--- src/logic/ssa_map.svh ---
`ifndef SSA_MAP_SVH
`define SSA_MAP_SVH
// ***********************************
// register byte offsets
// ***********************************
`define SSA_CTRL_OFS 8'h00
`define SSA_BAUD_OFS 8'h04
`define SSA_RHB_OFS 8'h08
`define SSA_THB_OFS 8'h0c
`define SSA_STAT_OFS 8'h10
// channel n at 8'h80 + n*8'h10, field in addr[3:2]
`define SSA_CH_SEL 2'h2
`define SSA_CH_SRC 2'h0
`define SSA_CH_DST 2'h1
`define SSA_CH_CNT 2'h2
`define SSA_CH_CTL 2'h3
// ***********************************
// field positions
// ***********************************
`define SSA_CTRL_CLKSEL 0
`define SSA_CTRL_CONTRX 1
`define SSA_CTRL_TXREQ 2
`define SSA_CTL_EN 0
`define SSA_CTL_BLK 1
`define SSA_CTL_SIZE 2
`define SSA_CTL_SFWD 4
`define SSA_CTL_DFWD 5
`define SSA_CTL_RSEL 6
`define SSA_CTL_TRIG 8
`define SSA_ST_THBF 4
`define SSA_ST_ARMED 5
`define SSA_ST_OVR 6
`define SSA_ST_BUSY 7
// ***********************************
// reset values and engine view of buffers
// ***********************************
`define SSA_BAUD_RST 8'h03
`define SSA_RHB_ADDR 32'hffff_0008
`define SSA_THB_ADDR 32'hffff_000c
`endif

--- src/logic/ssa_pkg.sv ---
package ssa_pkg;
   typedef enum logic [1:0] {SSA_IDLE = 2'b00, SSA_RD = 2'b01, SSA_WR = 2'b11} ssa_dma_st_t;
   typedef enum logic [1:0] {SSA_BYTE = 2'h0, SSA_WORD = 2'h1, SSA_LONG = 2'h2} ssa_size_t;
   typedef enum logic [1:0] {SSA_REQ_NONE = 2'h0, SSA_REQ_RX = 2'h1, SSA_REQ_TX = 2'h2,
      SSA_REQ_SW = 2'h3} ssa_rsel_t;
   typedef struct packed {
      logic [1:0] ck_s;
      logic [1:0] rx_s;
      logic ck_d;
      logic [7:0] div;
      logic sck;
      logic [7:0] rsh;
      logic [2:0] rcnt;
      logic [7:0] rhb;
      logic armed;
      logic ovr;
      logic rxq;
      logic [7:0] tsh;
      logic [2:0] tcnt;
      logic tbusy;
      logic [7:0] thb;
      logic tfull;
      logic txq;
      logic txd;
   } ssa_ser_st_t;
   typedef struct packed {
      logic [31:0] rdata;
      logic clk_sel;
      logic cont_rx;
      logic txq_en;
      logic [7:0] baud;
      logic [3:0][31:0] src;
      logic [3:0][31:0] dst;
      logic [3:0][15:0] cnt;
      logic [3:0][1:0] size;
      logic [3:0][1:0] rsel;
      logic [3:0] en;
      logic [3:0] blk;
      logic [3:0] sfwd;
      logic [3:0] dfwd;
      logic [3:0] pend;
      logic [3:0] done;
      logic [3:0] dpulse;
      ssa_dma_st_t st;
      logic [1:0] ch;
      logic [31:0] data;
      logic [31:0] maddr;
      logic [31:0] mwdata;
      logic [1:0] msize;
      logic mrd;
      logic mwr;
      logic rhb_rd;
      logic thb_wr;
      logic [7:0] thb_d;
   } ssa_top_st_t;
endpackage

--- src/logic/ssa_serial.sv ---
`timescale 1ns/1ps
module ssa_serial (
   input logic sys_clk_i,
   input logic reset_i,
   input logic ext_clk_i,
   input logic rxd_i,
   input logic clk_sel_i,
   input logic cont_rx_i,
   input logic tx_req_en_i,
   input logic [7:0] baud_div_i,
   input logic rhb_rd_i,
   input logic thb_wr_i,
   input logic [7:0] thb_data_i,
   output logic [7:0] rhb_o,
   output logic rx_req_o,
   output logic tx_req_o,
   output logic txd_o,
   output logic sck_o,
   output logic thb_full_o,
   output logic rx_armed_o,
   output logic overrun_o
);
   import ssa_pkg::*;
   ssa_ser_st_t s, n;
   logic lvl, rise, fall, load;

   // switching the source mid-byte can fake an edge; change it only while idle
   assign lvl = clk_sel_i ? s.ck_s[1] : s.sck;
   assign rise = lvl & ~s.ck_d;
   assign fall = ~lvl & s.ck_d;
   assign load = s.tfull & (~s.tbusy | (fall & (s.tcnt == 3'h7)));

   always_comb begin
      n = s;
      n.rxq = 1'b0;
      n.txq = 1'b0;
      n.ck_s = {s.ck_s[0], ext_clk_i};
      n.rx_s = {s.rx_s[0], rxd_i};
      n.ck_d = lvl;
      if (s.div == baud_div_i) begin
         n.div = 8'h00;
         n.sck = ~s.sck;
      end else begin
         n.div = s.div + 8'h01;
      end
      if (rhb_rd_i) begin
         n.ovr = 1'b0;
      end
      if (rise) begin
         n.rsh = {s.rsh[6:0], s.rx_s[1]};
         n.rcnt = s.rcnt + 3'h1;
         if (s.rcnt == 3'h7) begin
            if (s.armed) begin
               n.rhb = {s.rsh[6:0], s.rx_s[1]};
               n.rxq = 1'b1;
               n.armed = 1'b0;
            end else begin
               n.ovr = 1'b1;
            end
         end
      end
      // arming after the copy so a read in the copy cycle is not lost
      if (cont_rx_i ? rhb_rd_i : thb_wr_i) begin
         n.armed = 1'b1;
      end
      if (fall && s.tbusy) begin
         n.tsh = {s.tsh[6:0], 1'b0};
         n.txd = s.tsh[6];
         n.tcnt = s.tcnt + 3'h1;
         if (s.tcnt == 3'h7) begin
            n.tbusy = 1'b0;
            n.txd = 1'b0;
         end
      end
      if (load) begin
         n.tsh = s.thb;
         n.txd = s.thb[7];
         n.tcnt = 3'h0;
         n.tbusy = 1'b1;
         n.tfull = 1'b0;
         n.txq = tx_req_en_i;
      end
      if (thb_wr_i) begin
         n.thb = thb_data_i;
         n.tfull = 1'b1;
      end
   end

   always_ff @(posedge sys_clk_i) begin
      if (reset_i) begin
         s <= '0;
      end else begin
         s <= n;
      end
   end

   assign rhb_o = s.rhb;
   assign rx_req_o = s.rxq;
   assign tx_req_o = s.txq;
   assign txd_o = s.txd;
   assign sck_o = s.sck;
   assign thb_full_o = s.tfull;
   assign rx_armed_o = s.armed;
   assign overrun_o = s.ovr;
endmodule

--- src/logic/ssa_top.sv ---
// Design decisions made here: the register addresses and strobed register access.
`timescale 1ns/1ps
`include "ssa_map.svh"
module ssa_top (
   input logic sys_clk_i,
   input logic reset_i,
   input logic [7:0] reg_addr_i,
   input logic [31:0] reg_wdata_i,
   input logic reg_wr_i,
   input logic reg_rd_i,
   output logic [31:0] reg_rdata_o,
   input logic external_serial_clock_pin_i,
   input logic serial_rx_i,
   output logic serial_tx_o,
   output logic serial_clk_o,
   output logic [31:0] mem_addr_o,
   output logic [1:0] mem_size_o,
   output logic [31:0] mem_wdata_o,
   output logic mem_rd_o,
   output logic mem_wr_o,
   input logic [31:0] mem_rdata_i,
   input logic mem_ack_i,
   output logic [3:0] xfer_done_o
);
   import ssa_pkg::*;
   ssa_top_st_t s, n;
   logic [7:0] rhb;
   logic rx_req;
   logic tx_req;
   logic thb_full;
   logic rx_armed;
   logic overrun;
   logic [3:0] go;
   logic hit;
   logic [1:0] pk;
   logic [1:0] wc;

   // ***********************************
   // serial unit
   // ***********************************
   ssa_serial u_ser (
      .sys_clk_i(sys_clk_i),
      .reset_i(reset_i),
      .ext_clk_i(external_serial_clock_pin_i),
      .rxd_i(serial_rx_i),
      .clk_sel_i(s.clk_sel),
      .cont_rx_i(s.cont_rx),
      .tx_req_en_i(s.txq_en),
      .baud_div_i(s.baud),
      .rhb_rd_i(s.rhb_rd),
      .thb_wr_i(s.thb_wr),
      .thb_data_i(s.thb_d),
      .rhb_o(rhb),
      .rx_req_o(rx_req),
      .tx_req_o(tx_req),
      .txd_o(serial_tx_o),
      .sck_o(serial_clk_o),
      .thb_full_o(thb_full),
      .rx_armed_o(rx_armed),
      .overrun_o(overrun)
   );

   // ***********************************
   // channel arbitration
   // ***********************************
   // fixed priority, channel 0 first; a block channel stays pending until done, but a lower-numbered channel still wins each pick
   assign go = s.pend & s.en;
   assign hit = |go;
   assign pk = go[0] ? 2'h0 : go[1] ? 2'h1 : go[2] ? 2'h2 : 2'h3;
   assign wc = reg_addr_i[5:4];

   function automatic logic [31:0] ssa_unit(input logic [1:0] sz);
      case (sz)
         SSA_WORD: ssa_unit = 32'h0000_0002;
         SSA_LONG: ssa_unit = 32'h0000_0004;
         default: ssa_unit = 32'h0000_0001;
      endcase
   endfunction

   // ***********************************
   // next state
   // ***********************************
   always_comb begin
      logic go_wr;
      logic fin;
      logic [1:0] c;
      go_wr = 1'b0;
      fin = 1'b0;
      c = (s.st == SSA_IDLE) ? pk : s.ch;
      n = s;
      n.dpulse = 4'h0;
      n.rhb_rd = 1'b0;
      n.thb_wr = 1'b0;
      n.mrd = 1'b0;
      n.mwr = 1'b0;
      n.rdata = 32'h0000_0000;
      if (reg_wr_i) begin
         case (reg_addr_i)
            `SSA_CTRL_OFS: begin
               n.clk_sel = reg_wdata_i[`SSA_CTRL_CLKSEL];
               n.cont_rx = reg_wdata_i[`SSA_CTRL_CONTRX];
               n.txq_en = reg_wdata_i[`SSA_CTRL_TXREQ];
            end
            `SSA_BAUD_OFS: begin
               n.baud = reg_wdata_i[7:0];
            end
            `SSA_THB_OFS: begin
               n.thb_wr = 1'b1;
               n.thb_d = reg_wdata_i[7:0];
            end
            `SSA_STAT_OFS: begin
               n.done = s.done & ~reg_wdata_i[3:0];
            end
            default: begin
               if (reg_addr_i[7:6] == `SSA_CH_SEL) begin
                  case (reg_addr_i[3:2])
                     `SSA_CH_SRC: n.src[wc] = reg_wdata_i;
                     `SSA_CH_DST: n.dst[wc] = reg_wdata_i;
                     `SSA_CH_CNT: n.cnt[wc] = reg_wdata_i[15:0];
                     default: begin
                        n.en[wc] = reg_wdata_i[`SSA_CTL_EN];
                        n.blk[wc] = reg_wdata_i[`SSA_CTL_BLK];
                        n.size[wc] = reg_wdata_i[`SSA_CTL_SIZE +: 2];
                        n.sfwd[wc] = reg_wdata_i[`SSA_CTL_SFWD];
                        n.dfwd[wc] = reg_wdata_i[`SSA_CTL_DFWD];
                        n.rsel[wc] = reg_wdata_i[`SSA_CTL_RSEL +: 2];
                        if (reg_wdata_i[`SSA_CTL_TRIG]) begin
                           n.pend[wc] = 1'b1;
                        end
                     end
                  endcase
               end
            end
         endcase
      end
      if (reg_rd_i) begin
         case (reg_addr_i)
            `SSA_CTRL_OFS: begin
               n.rdata[`SSA_CTRL_CLKSEL] = s.clk_sel;
               n.rdata[`SSA_CTRL_CONTRX] = s.cont_rx;
               n.rdata[`SSA_CTRL_TXREQ] = s.txq_en;
            end
            `SSA_BAUD_OFS: begin
               n.rdata[7:0] = s.baud;
            end
            `SSA_RHB_OFS: begin
               n.rdata[7:0] = rhb;
               n.rhb_rd = 1'b1;
            end
            `SSA_STAT_OFS: begin
               n.rdata[3:0] = s.done;
               n.rdata[`SSA_ST_THBF] = thb_full;
               n.rdata[`SSA_ST_ARMED] = rx_armed;
               n.rdata[`SSA_ST_OVR] = overrun;
               n.rdata[`SSA_ST_BUSY] = (s.st != SSA_IDLE);
            end
            default: begin
               if (reg_addr_i[7:6] == `SSA_CH_SEL) begin
                  case (reg_addr_i[3:2])
                     `SSA_CH_SRC: n.rdata = s.src[wc];
                     `SSA_CH_DST: n.rdata = s.dst[wc];
                     `SSA_CH_CNT: n.rdata[15:0] = s.cnt[wc];
                     default: begin
                        n.rdata[`SSA_CTL_EN] = s.en[wc];
                        n.rdata[`SSA_CTL_BLK] = s.blk[wc];
                        n.rdata[`SSA_CTL_SIZE +: 2] = s.size[wc];
                        n.rdata[`SSA_CTL_SFWD] = s.sfwd[wc];
                        n.rdata[`SSA_CTL_DFWD] = s.dfwd[wc];
                        n.rdata[`SSA_CTL_RSEL +: 2] = s.rsel[wc];
                        n.rdata[`SSA_CTL_TRIG] = s.pend[wc];
                     end
                  endcase
               end
            end
         endcase
      end
      // engine: read one unit, write one unit, then step addresses and count
      case (s.st)
         SSA_IDLE: begin
            if (hit) begin
               n.ch = pk;
               if (!s.blk[pk]) begin
                  n.pend[pk] = 1'b0;
               end
               if (s.src[pk] == `SSA_RHB_ADDR) begin
                  n.data = {24'h00_0000, rhb};
                  n.rhb_rd = 1'b1;
                  go_wr = 1'b1;
               end else begin
                  n.maddr = s.src[pk];
                  n.msize = s.size[pk];
                  n.mrd = 1'b1;
                  n.st = SSA_RD;
               end
            end
         end
         SSA_RD: begin
            if (mem_ack_i) begin
               n.data = mem_rdata_i;
               go_wr = 1'b1;
            end
         end
         SSA_WR: begin
            if (mem_ack_i) begin
               fin = 1'b1;
            end
         end
         default: begin
            n.st = SSA_IDLE;
         end
      endcase
      // trigger set wins over the engine's pick-time clear
      if (reg_wr_i && reg_addr_i[7:6] == `SSA_CH_SEL && reg_addr_i[3:2] == `SSA_CH_CTL &&
            reg_wdata_i[`SSA_CTL_TRIG]) begin
         n.pend[wc] = 1'b1;
      end
      if (go_wr) begin
         if (s.dst[c] == `SSA_THB_ADDR) begin
            n.thb_wr = 1'b1;
            n.thb_d = n.data[7:0];
            fin = 1'b1;
         end else begin
            n.maddr = s.dst[c];
            n.msize = s.size[c];
            n.mwdata = n.data;
            n.mwr = 1'b1;
            n.st = SSA_WR;
         end
      end
      if (fin) begin
         n.st = SSA_IDLE;
         if (s.sfwd[c]) begin
            n.src[c] = s.src[c] + ssa_unit(s.size[c]);
         end
         if (s.dfwd[c]) begin
            n.dst[c] = s.dst[c] + ssa_unit(s.size[c]);
         end
         if (s.cnt[c] <= 16'h0001) begin
            n.cnt[c] = 16'h0000;
            n.en[c] = 1'b0;
            n.pend[c] = 1'b0;
            n.done[c] = 1'b1;
            n.dpulse[c] = 1'b1;
         end else begin
            n.cnt[c] = s.cnt[c] - 16'h0001;
         end
      end
      // requests last, so a request in a clearing cycle survives
      for (int i = 0; i < 4; i++) begin
         if (s.en[i] && ((s.rsel[i] == SSA_REQ_RX && rx_req) || (s.rsel[i] == SSA_REQ_TX && tx_req))) begin
            n.pend[i] = 1'b1;
         end
      end
   end

   always_ff @(posedge sys_clk_i) begin
      if (reset_i) begin
         s <= '0;
         s.baud <= `SSA_BAUD_RST;
      end else begin
         s <= n;
      end
   end

   assign reg_rdata_o = s.rdata;
   assign mem_addr_o = s.maddr;
   assign mem_size_o = s.msize;
   assign mem_wdata_o = s.mwdata;
   assign mem_rd_o = s.mrd;
   assign mem_wr_o = s.mwr;
   assign xfer_done_o = s.dpulse;
endmodule

--- config.mk ---
export PLATFORM = sky130hd
export DESIGN_NAME = ssa_top
export DESIGN_NICKNAME = d
export VERILOG_FILES = /design/src/logic/ssa_pkg.sv /design/src/logic/ssa_serial.sv /design/src/logic/ssa_top.sv
export VERILOG_INCLUDE_DIRS = /design/src /design/src/logic
export SDC_FILE = /design/constraint.sdc
export NUM_CORES = 2
export LEC_CHECK = 0
export BUFFER_PORTS_ARGS = -buffer_cell sky130_fd_sc_hd__buf_4
export CAP_MARGIN = 20
export CORE_MARGIN = 5
export CORE_UTILIZATION = 64
export CTS_BUF_LIST = sky130_fd_sc_hd__clkbuf_8
export CTS_CLUSTER_SIZE = 20
export DETAILED_ROUTE_END_ITERATION = 8
export PLACE_DENSITY = 0.83
export SYNTH_ARGS = -nofsm -noshare
export SYNTH_HDL_FRONTEND = slang
export SYNTH_SLANG_ARGS = --single-unit
--- constraint.sdc ---
create_clock -name sys_clk_i -period 7.1 [get_ports sys_clk_i]
set_input_delay 0 -clock sys_clk_i [delete_from_list [all_inputs] [get_ports sys_clk_i]]
set_output_delay 0 -clock sys_clk_i [all_outputs]
set_load 0.1 [all_outputs]
# Word-level counts from Yosys, hierarchy flattened
# Index checks and enable logic that the tools add are counted.
# totals
inputBits,79
elab_cells,342
output_inout_bits,106
register_bits,578
# classes
reduce_logical,54
n_eq_ne,25
magnitude_cmp,7
bitwise_logic,35
muxes,153
n_addsub,6
# op_table
operator,n
$mux 356,2
$bwmux 128,4
$mux 128,4
$mux 32,15
$mux 360,1
$bmux 32 s2,5
$mux 320,1
$mux 66,2
$bwmux 64,2
$demux 32 s2,2
$mux 64,2
$mux 68,1
$add 32x32->32,2
$and 64x64->64,1
$bmux 16 s2,2
$demux 16 s2,2
$eq 32x32->1 const B,2
$mux 16,4
$not 64->64,1
$pmux 32 s2,1
$mux 1,38
$mux 36,1
$mux 9,4
$mux 4,8
other kinds (51),173

# Depth between registers and ports, before layout
# logic_depth
ltp_word,20
ltp_mapped,29
mapped_depth_nobuf,20

# By module
# A second synthesis with hierarchy kept.
# unflattened
cells_unflattened,3898
hier_area_um2,34249.1
# by_module_without_submodules
mod,cells_per_inst,area_per_inst_um2,instances,seq_area_each_um2
ssa_top,3653,31940.6,1,10410.0
ssa_serial,245,2308.5,1,1141.1

# Worst setup path before layout
# OpenSTA, ideal clock, no wires.
# synth_path
kind,reg-to-reg
startpoint,reg s[138] (netlist name)
endpoint,reg s[378] (netlist name)
path_stages_with_launch,26
arrival_time_ns,5.565
setup_slack_ns,1.450
cell_sequence,dfxtp_1 > buf_4 > a211oi_4 > o21ai_4 > nand2_1 > buf_2 > buf_2 > buf_2 > buf_1 > clkbuf_1 > nand2_1 > and3_1 > a31oi_1 > inv_1 > ha_1 > o21ai_0 > nor4_1 > ha_1 > a21oi_1 > a21oi_1 > a31oi_1 > nor4_4 > nand2_1 > or3b_1 > xnor2_2 > a211oi_1
# synth_between
elab_chain_len,13
word_cells_on_any_way,35
classes_between,add/sub: 1; order compare: 2; eq/ne: 4; mux: 25; bitwise: 1; reduce/logical: 2
# synth_lines
element,line,text
"start, declared",ssa_top.sv:26,"ssa_top_st_t s, n;"
"start signal, assigned",ssa_top.sv:261,s <= n;
$and 4x4->4 (*),ssa_top.sv:67,assign go = s.pend & s.en;
$mux 2,ssa_top.sv:69,assign pk = go[0] ? 2'h0 : go[1] ? 2'h1 : go[2] ? 2'h2 : 2'h3;
$mux 2,ssa_top.sv:89,c = (s.st == SSA_IDLE) ? pk : s.ch;
$bmux 2 s2,ssa_top.sv:233,n.src[c] = s.src[c] + ssa_unit(s.size[c]);
$mux 2 (implied by the code),ssa_top.sv:233,
$eq 2x2->1 or $eq 2x1->1 (tied branches),ssa_top.sv:73,case (sz)
$pmux 3 s2,ssa_top.sv:73,
$mux 32,ssa_top.sv:232,if (s.sfwd[c]) begin
$mux 32,ssa_top.sv:230,if (fin) begin
$add 32x32->32,ssa_top.sv:233,
$bwmux 128,ssa_top.sv:233,
$mux 128,ssa_top.sv:232,
$mux 320 (*),ssa_top.sv:230,
# Mark *: on every way between the ends. The rest lies on a longest branch, timed or not. The select of a mux whose other input is x is not followed.
# A chain may end at the register's enable or synchronous reset.

# Worst setup path in the final report
# layout_path
startpoint,reg s[113] (netlist name)
endpoint,reg s[444] (netlist name)
# layout_between
elab_chain_len,12
word_cells_on_any_way,31
classes_between,add/sub: 1; order compare: 2; eq/ne: 5; mux: 21; reduce/logical: 2
# layout_lines
element,line
$logic_not 2->1,"ssa_top.sv:89, ssa_top.sv:178"
$mux 2,ssa_top.sv:89
$bmux 2 s2,ssa_top.sv:233
$mux 2 (implied by the code),ssa_top.sv:233
$eq 2x2->1 or $eq 2x1->1 (tied branches),ssa_top.sv:73
$pmux 3 s2,ssa_top.sv:73
$mux 32,ssa_top.sv:232
$mux 32,ssa_top.sv:230
$add 32x32->32,ssa_top.sv:233
$bwmux 128,ssa_top.sv:233
$mux 128,ssa_top.sv:232
$mux 320 (*),ssa_top.sv:230
# Marks and branches as above.

==> out/qor.csv <==
stage;metric;value;unit
timing;final.min_clock_period;6130;ps
yosys;postSynthCellCount;3953;
status;violations;design-rule violations;
clocking;cts_hold_repair.buffers;95;
hold_path;holdCritPathClass;input port to flop;
placed_design;gp_routability_congestion;1.03;
yosys;yosys.area_share.xor_xnor;2.31;%
drt;drt_wl_total;128000;µm
timing;fmax;163;MHz
yosys;synth.area.top_cells;dfxtp_1 33%, mux2i_1 11%, mux4_2 6.5%;
yosys;synthesis.nets;4045;
yosys;compound_gate_fraction_of_synth_area;19.2;%
die;initial_utilization;64.8;%
worst_setup_path;worst_setup_path_start_kind;flop;
yosys;synth_top_family_by_area;multiplexers;
yosys;synth_top_cell_area_share;32.6;%
worst_setup_path;worst-setup-path-type;flop to flop;
worst_setup_path;worst_reg2reg_path_endpoint;s[444];
worst_setup_path;data_required_time_of_the_worst_path;7660;ps
final_layout;nets;4027;
clocking;cts-root-buf;clkbuf_8;
clocking;tritoncts_buffers;94;
status;status;finished with violations;
grt;grt_pass1_wl;191000;µm
timing;drv_slew;0;
timing;final.setup.tns;0;ps
grt;grt.total_usage;42.0;%
yosys;synth_seq_area_share;32.6;%
die;area_of_the_die;0.0580;mm²
hold_path;hold_path.startpoint;reg_addr_i[0];
timing;fin_hold_ws;46.1;ps
final_layout;drive_gt1_share;15.8;%
yosys;avgSynthCellArea;8.63;µm²
flow_run;drv_cap;0;
yosys;post_synth_mux_area_share;19.3;%
timing;grt_setup_unrepaired;false;
yosys;post_synth_instance_area;0.0341;mm²
clocking;tritoncts;done;
die;floorplan.io_pins;185;
drt;drt_pass1_iterations;9;
timing;final_report_hold_violation_count;0;
yosys;synth_enable_flop_cells;0;
drt;wl_per_cell;27.2;µm
clocking;ctsLongestPathBuffers;3;
pwr;vdd_ir_drop_max;0.133;mV
yosys;synth.yosys.warnings;0;
timing;worst_clock_skew;35.4;ps
worst_setup_path;critical_path_capture_point_type;flop;
yosys;synth.lib_cells_used.distinct;93;
clocking;worstSkewPairLatency;710;ps
worst_setup_path;rr_worst_depth;19;
clocking;post-cts-setup-buffer-count;0;
yosys;synthDominantAreaCellType;dfxtp_1;
yosys;adder_cell_fraction_of_synth_area;0.477;%
timing;finalSetupViolations;0;
clocking;cts.sinks;556;
yosys;synth_most_common_cell;dfxtp_1;
die;core.rowCount;84;
yosys;async_flop_share;0;%
yosys;yosys-top-cells-count;556 x dfxtp_1, 396 x nand2_1, 386 x mux2i_1;
drt;remaining_drc_errors;1;
timing;timing_worst_slew_pin_value;1120;ps
worst_setup_path;crit_arrival;6690;ps
placed_design;placement.io_buffers;184;
hold_path;hold_path_end;s[8];
final_layout;layout-area-overhead-vs-synth;10.5;%
die;core_ar;0.0527;mm²
pwr;finalPower;0.00659;W
yosys;synth_flop_cell;dfxtp_1;
hold_path;worstHoldPathCells;4;
drt;ant_nets;0;
worst_setup_path;timing.reg2reg.setup_slack;970;ps
clocking;htree_depth;3;
grt;via_count_of_the_first_global_routing_pass;31836;
timing;fin_crit_sh;86.4;%
drt;drtIter0Drc;6390;
grt;grt_overflow_total;0;
grt;antenna_found_initial;11;
drt;detailroute.via_count;34110;
yosys;ffs_latches_synth;556;
clocking;clkTransAtPathRegs;70;ps
worst_setup_path;path_max_fanout;34;
die;die-height;241;µm
die;die_width;241;µm
pwr;power-per-cell-area;175;mW/mm²
placed_design;hpwlAfterDp;80500;µm
clocking;post_cts.resized_instances;0;
worst_setup_path;regToRegStartpoint;s[113];
drt;vias_per_cell;7.25;
yosys;synth_simple_gate_area_share;18.7;%
pwr;leak;15.6;nW
timing;normalized_max_slew_margin;25.4;%
grt;largest_net_degree_at_the_start_of_global_routing;156;
-- metrics by stage --
step           utilization, %  area [µm²]  cells  worst slack [ps]
2_1_floorplan               -       34100   3953              1450
3_3_place_gp             65.8       34700   4428              1430
3_5_place_dp             65.9       34700   4429              1290
4_1_cts                  71.5       37600   4696              1260
5_1_grt                  71.5       37700   4701               583
6_report                 71.6       37700   4706               969
-- kinds of logic (layout without fill, tap and decap cells) --
kind of cell / after synthesis / count (layout)
mux: 529 / 529
simple gates: 1345 / 1345
fa+ha+maj: 13 / 13
buf+inv: 494 / 552
other cells: 0 / 7
xor+xnor: 89 / 89
compound gates: 927 / 927
flops: 556 / 556
-- registers in the layout, summed over array words and instances (netlist names), 2 cells and up, named ones only --
register     count
mem_addr_o      32
mem_size_o       2
mem_wdata_o     32
reg_rdata_o     32
s              367
u_ser.n          2
u_ser.rhb_o      8
u_ser.s         40
xfer_done_o      4
-- area by class of cell --
type	count	area, µm²
Sequential cell	556	11100
Fill cell	3877	15000
Antenna cell	7	17.5
Multi-Input combinational cell	2903	20600
Timing Repair Buffer	357	2980
Clock buffer	128	1760
Clock inverter	44	256
Tap cell	688	861
Inverter	23	86.3
-- layer usage --
metal	up-vias	GRT usage, %	part of all wire, %
li1	14477	-	-
met3	618	17.3	17
met5	-	0	0.077
met1	15902	55.1	36
met4	12	23.1	6.4
met2	3101	59.0	40
-- placed cells by master (no fill, tap or decap), drive strengths merged, types with 16 or more instances in the layout --
| master | instances |
|---|---|
| a211oi | 130 |
| a21o | 152 |
| a21oi | 148 |
| a22oi | 23 |
| a311oi | 20 |
| a31o | 21 |
| a31oi | 63 |
| a32o | 18 |
| a32oi | 30 |
| and2 | 18 |
| and3 | 37 |
| buf | 261 |
| clkbuf | 129 |
| clkinv | 16 |
| dfxtp | 556 |
| dlygate4sd3 | 95 |
| inv | 45 |
| mux2 | 44 |
| mux2i | 386 |
| mux4 | 99 |
| nand2 | 398 |
| nand3 | 158 |
| nand3b | 16 |
| nand4 | 31 |
| nor2 | 337 |
| nor2b | 36 |
| nor3 | 202 |
| nor4 | 24 |
| o21ai | 123 |
| o22ai | 24 |
| o31ai | 76 |
| o32ai | 25 |
| or3 | 25 |
| xnor2 | 56 |
| xor2 | 33 |
-- report_power, final --
| part | switching (W) | internal, W | total [W] |
|---|---|---|---|
| clock | 0.00140 | 0.00168 | 0.00308 |
| combinational | 0.000236 | 0.000131 | 0.000367 |
| sequential | 0.0000161 | 0.00313 | 0.00315 |
-- how the worst max path moves through the flow --
stage	start	endpoint	slack, ps	cells after the start
detailed placement	s[113]	s[378]	1290	19
global placement	s[113]	s[476]	1430	19
global route	s[113]	s[476]	580	19
floorplan	s[138]	s[378]	1450	25
finish	s[113]	s[444]	970	19
CTS	s[113]	s[378]	1260	19
-- worst max-delay path, stage by stage (launching register included) --
cell      delay [ps]
dfxtp_1          780
or2_1            480
nand2_4          380
nand2_2          230
nand2_1           70
and3_1           180
a31oi_1          340
inv_1            120
ha_1             380
o21ai_0          100
nor4_1           350
ha_1             260
a21oi_1           50
a21oi_1          220
a31oi_1          270
nor4_4           780
and2_1           380
nand3_1          130
xnor2_1          360
a211oi_1         140
No activity file was read; power rests on OpenSTA's default activity.
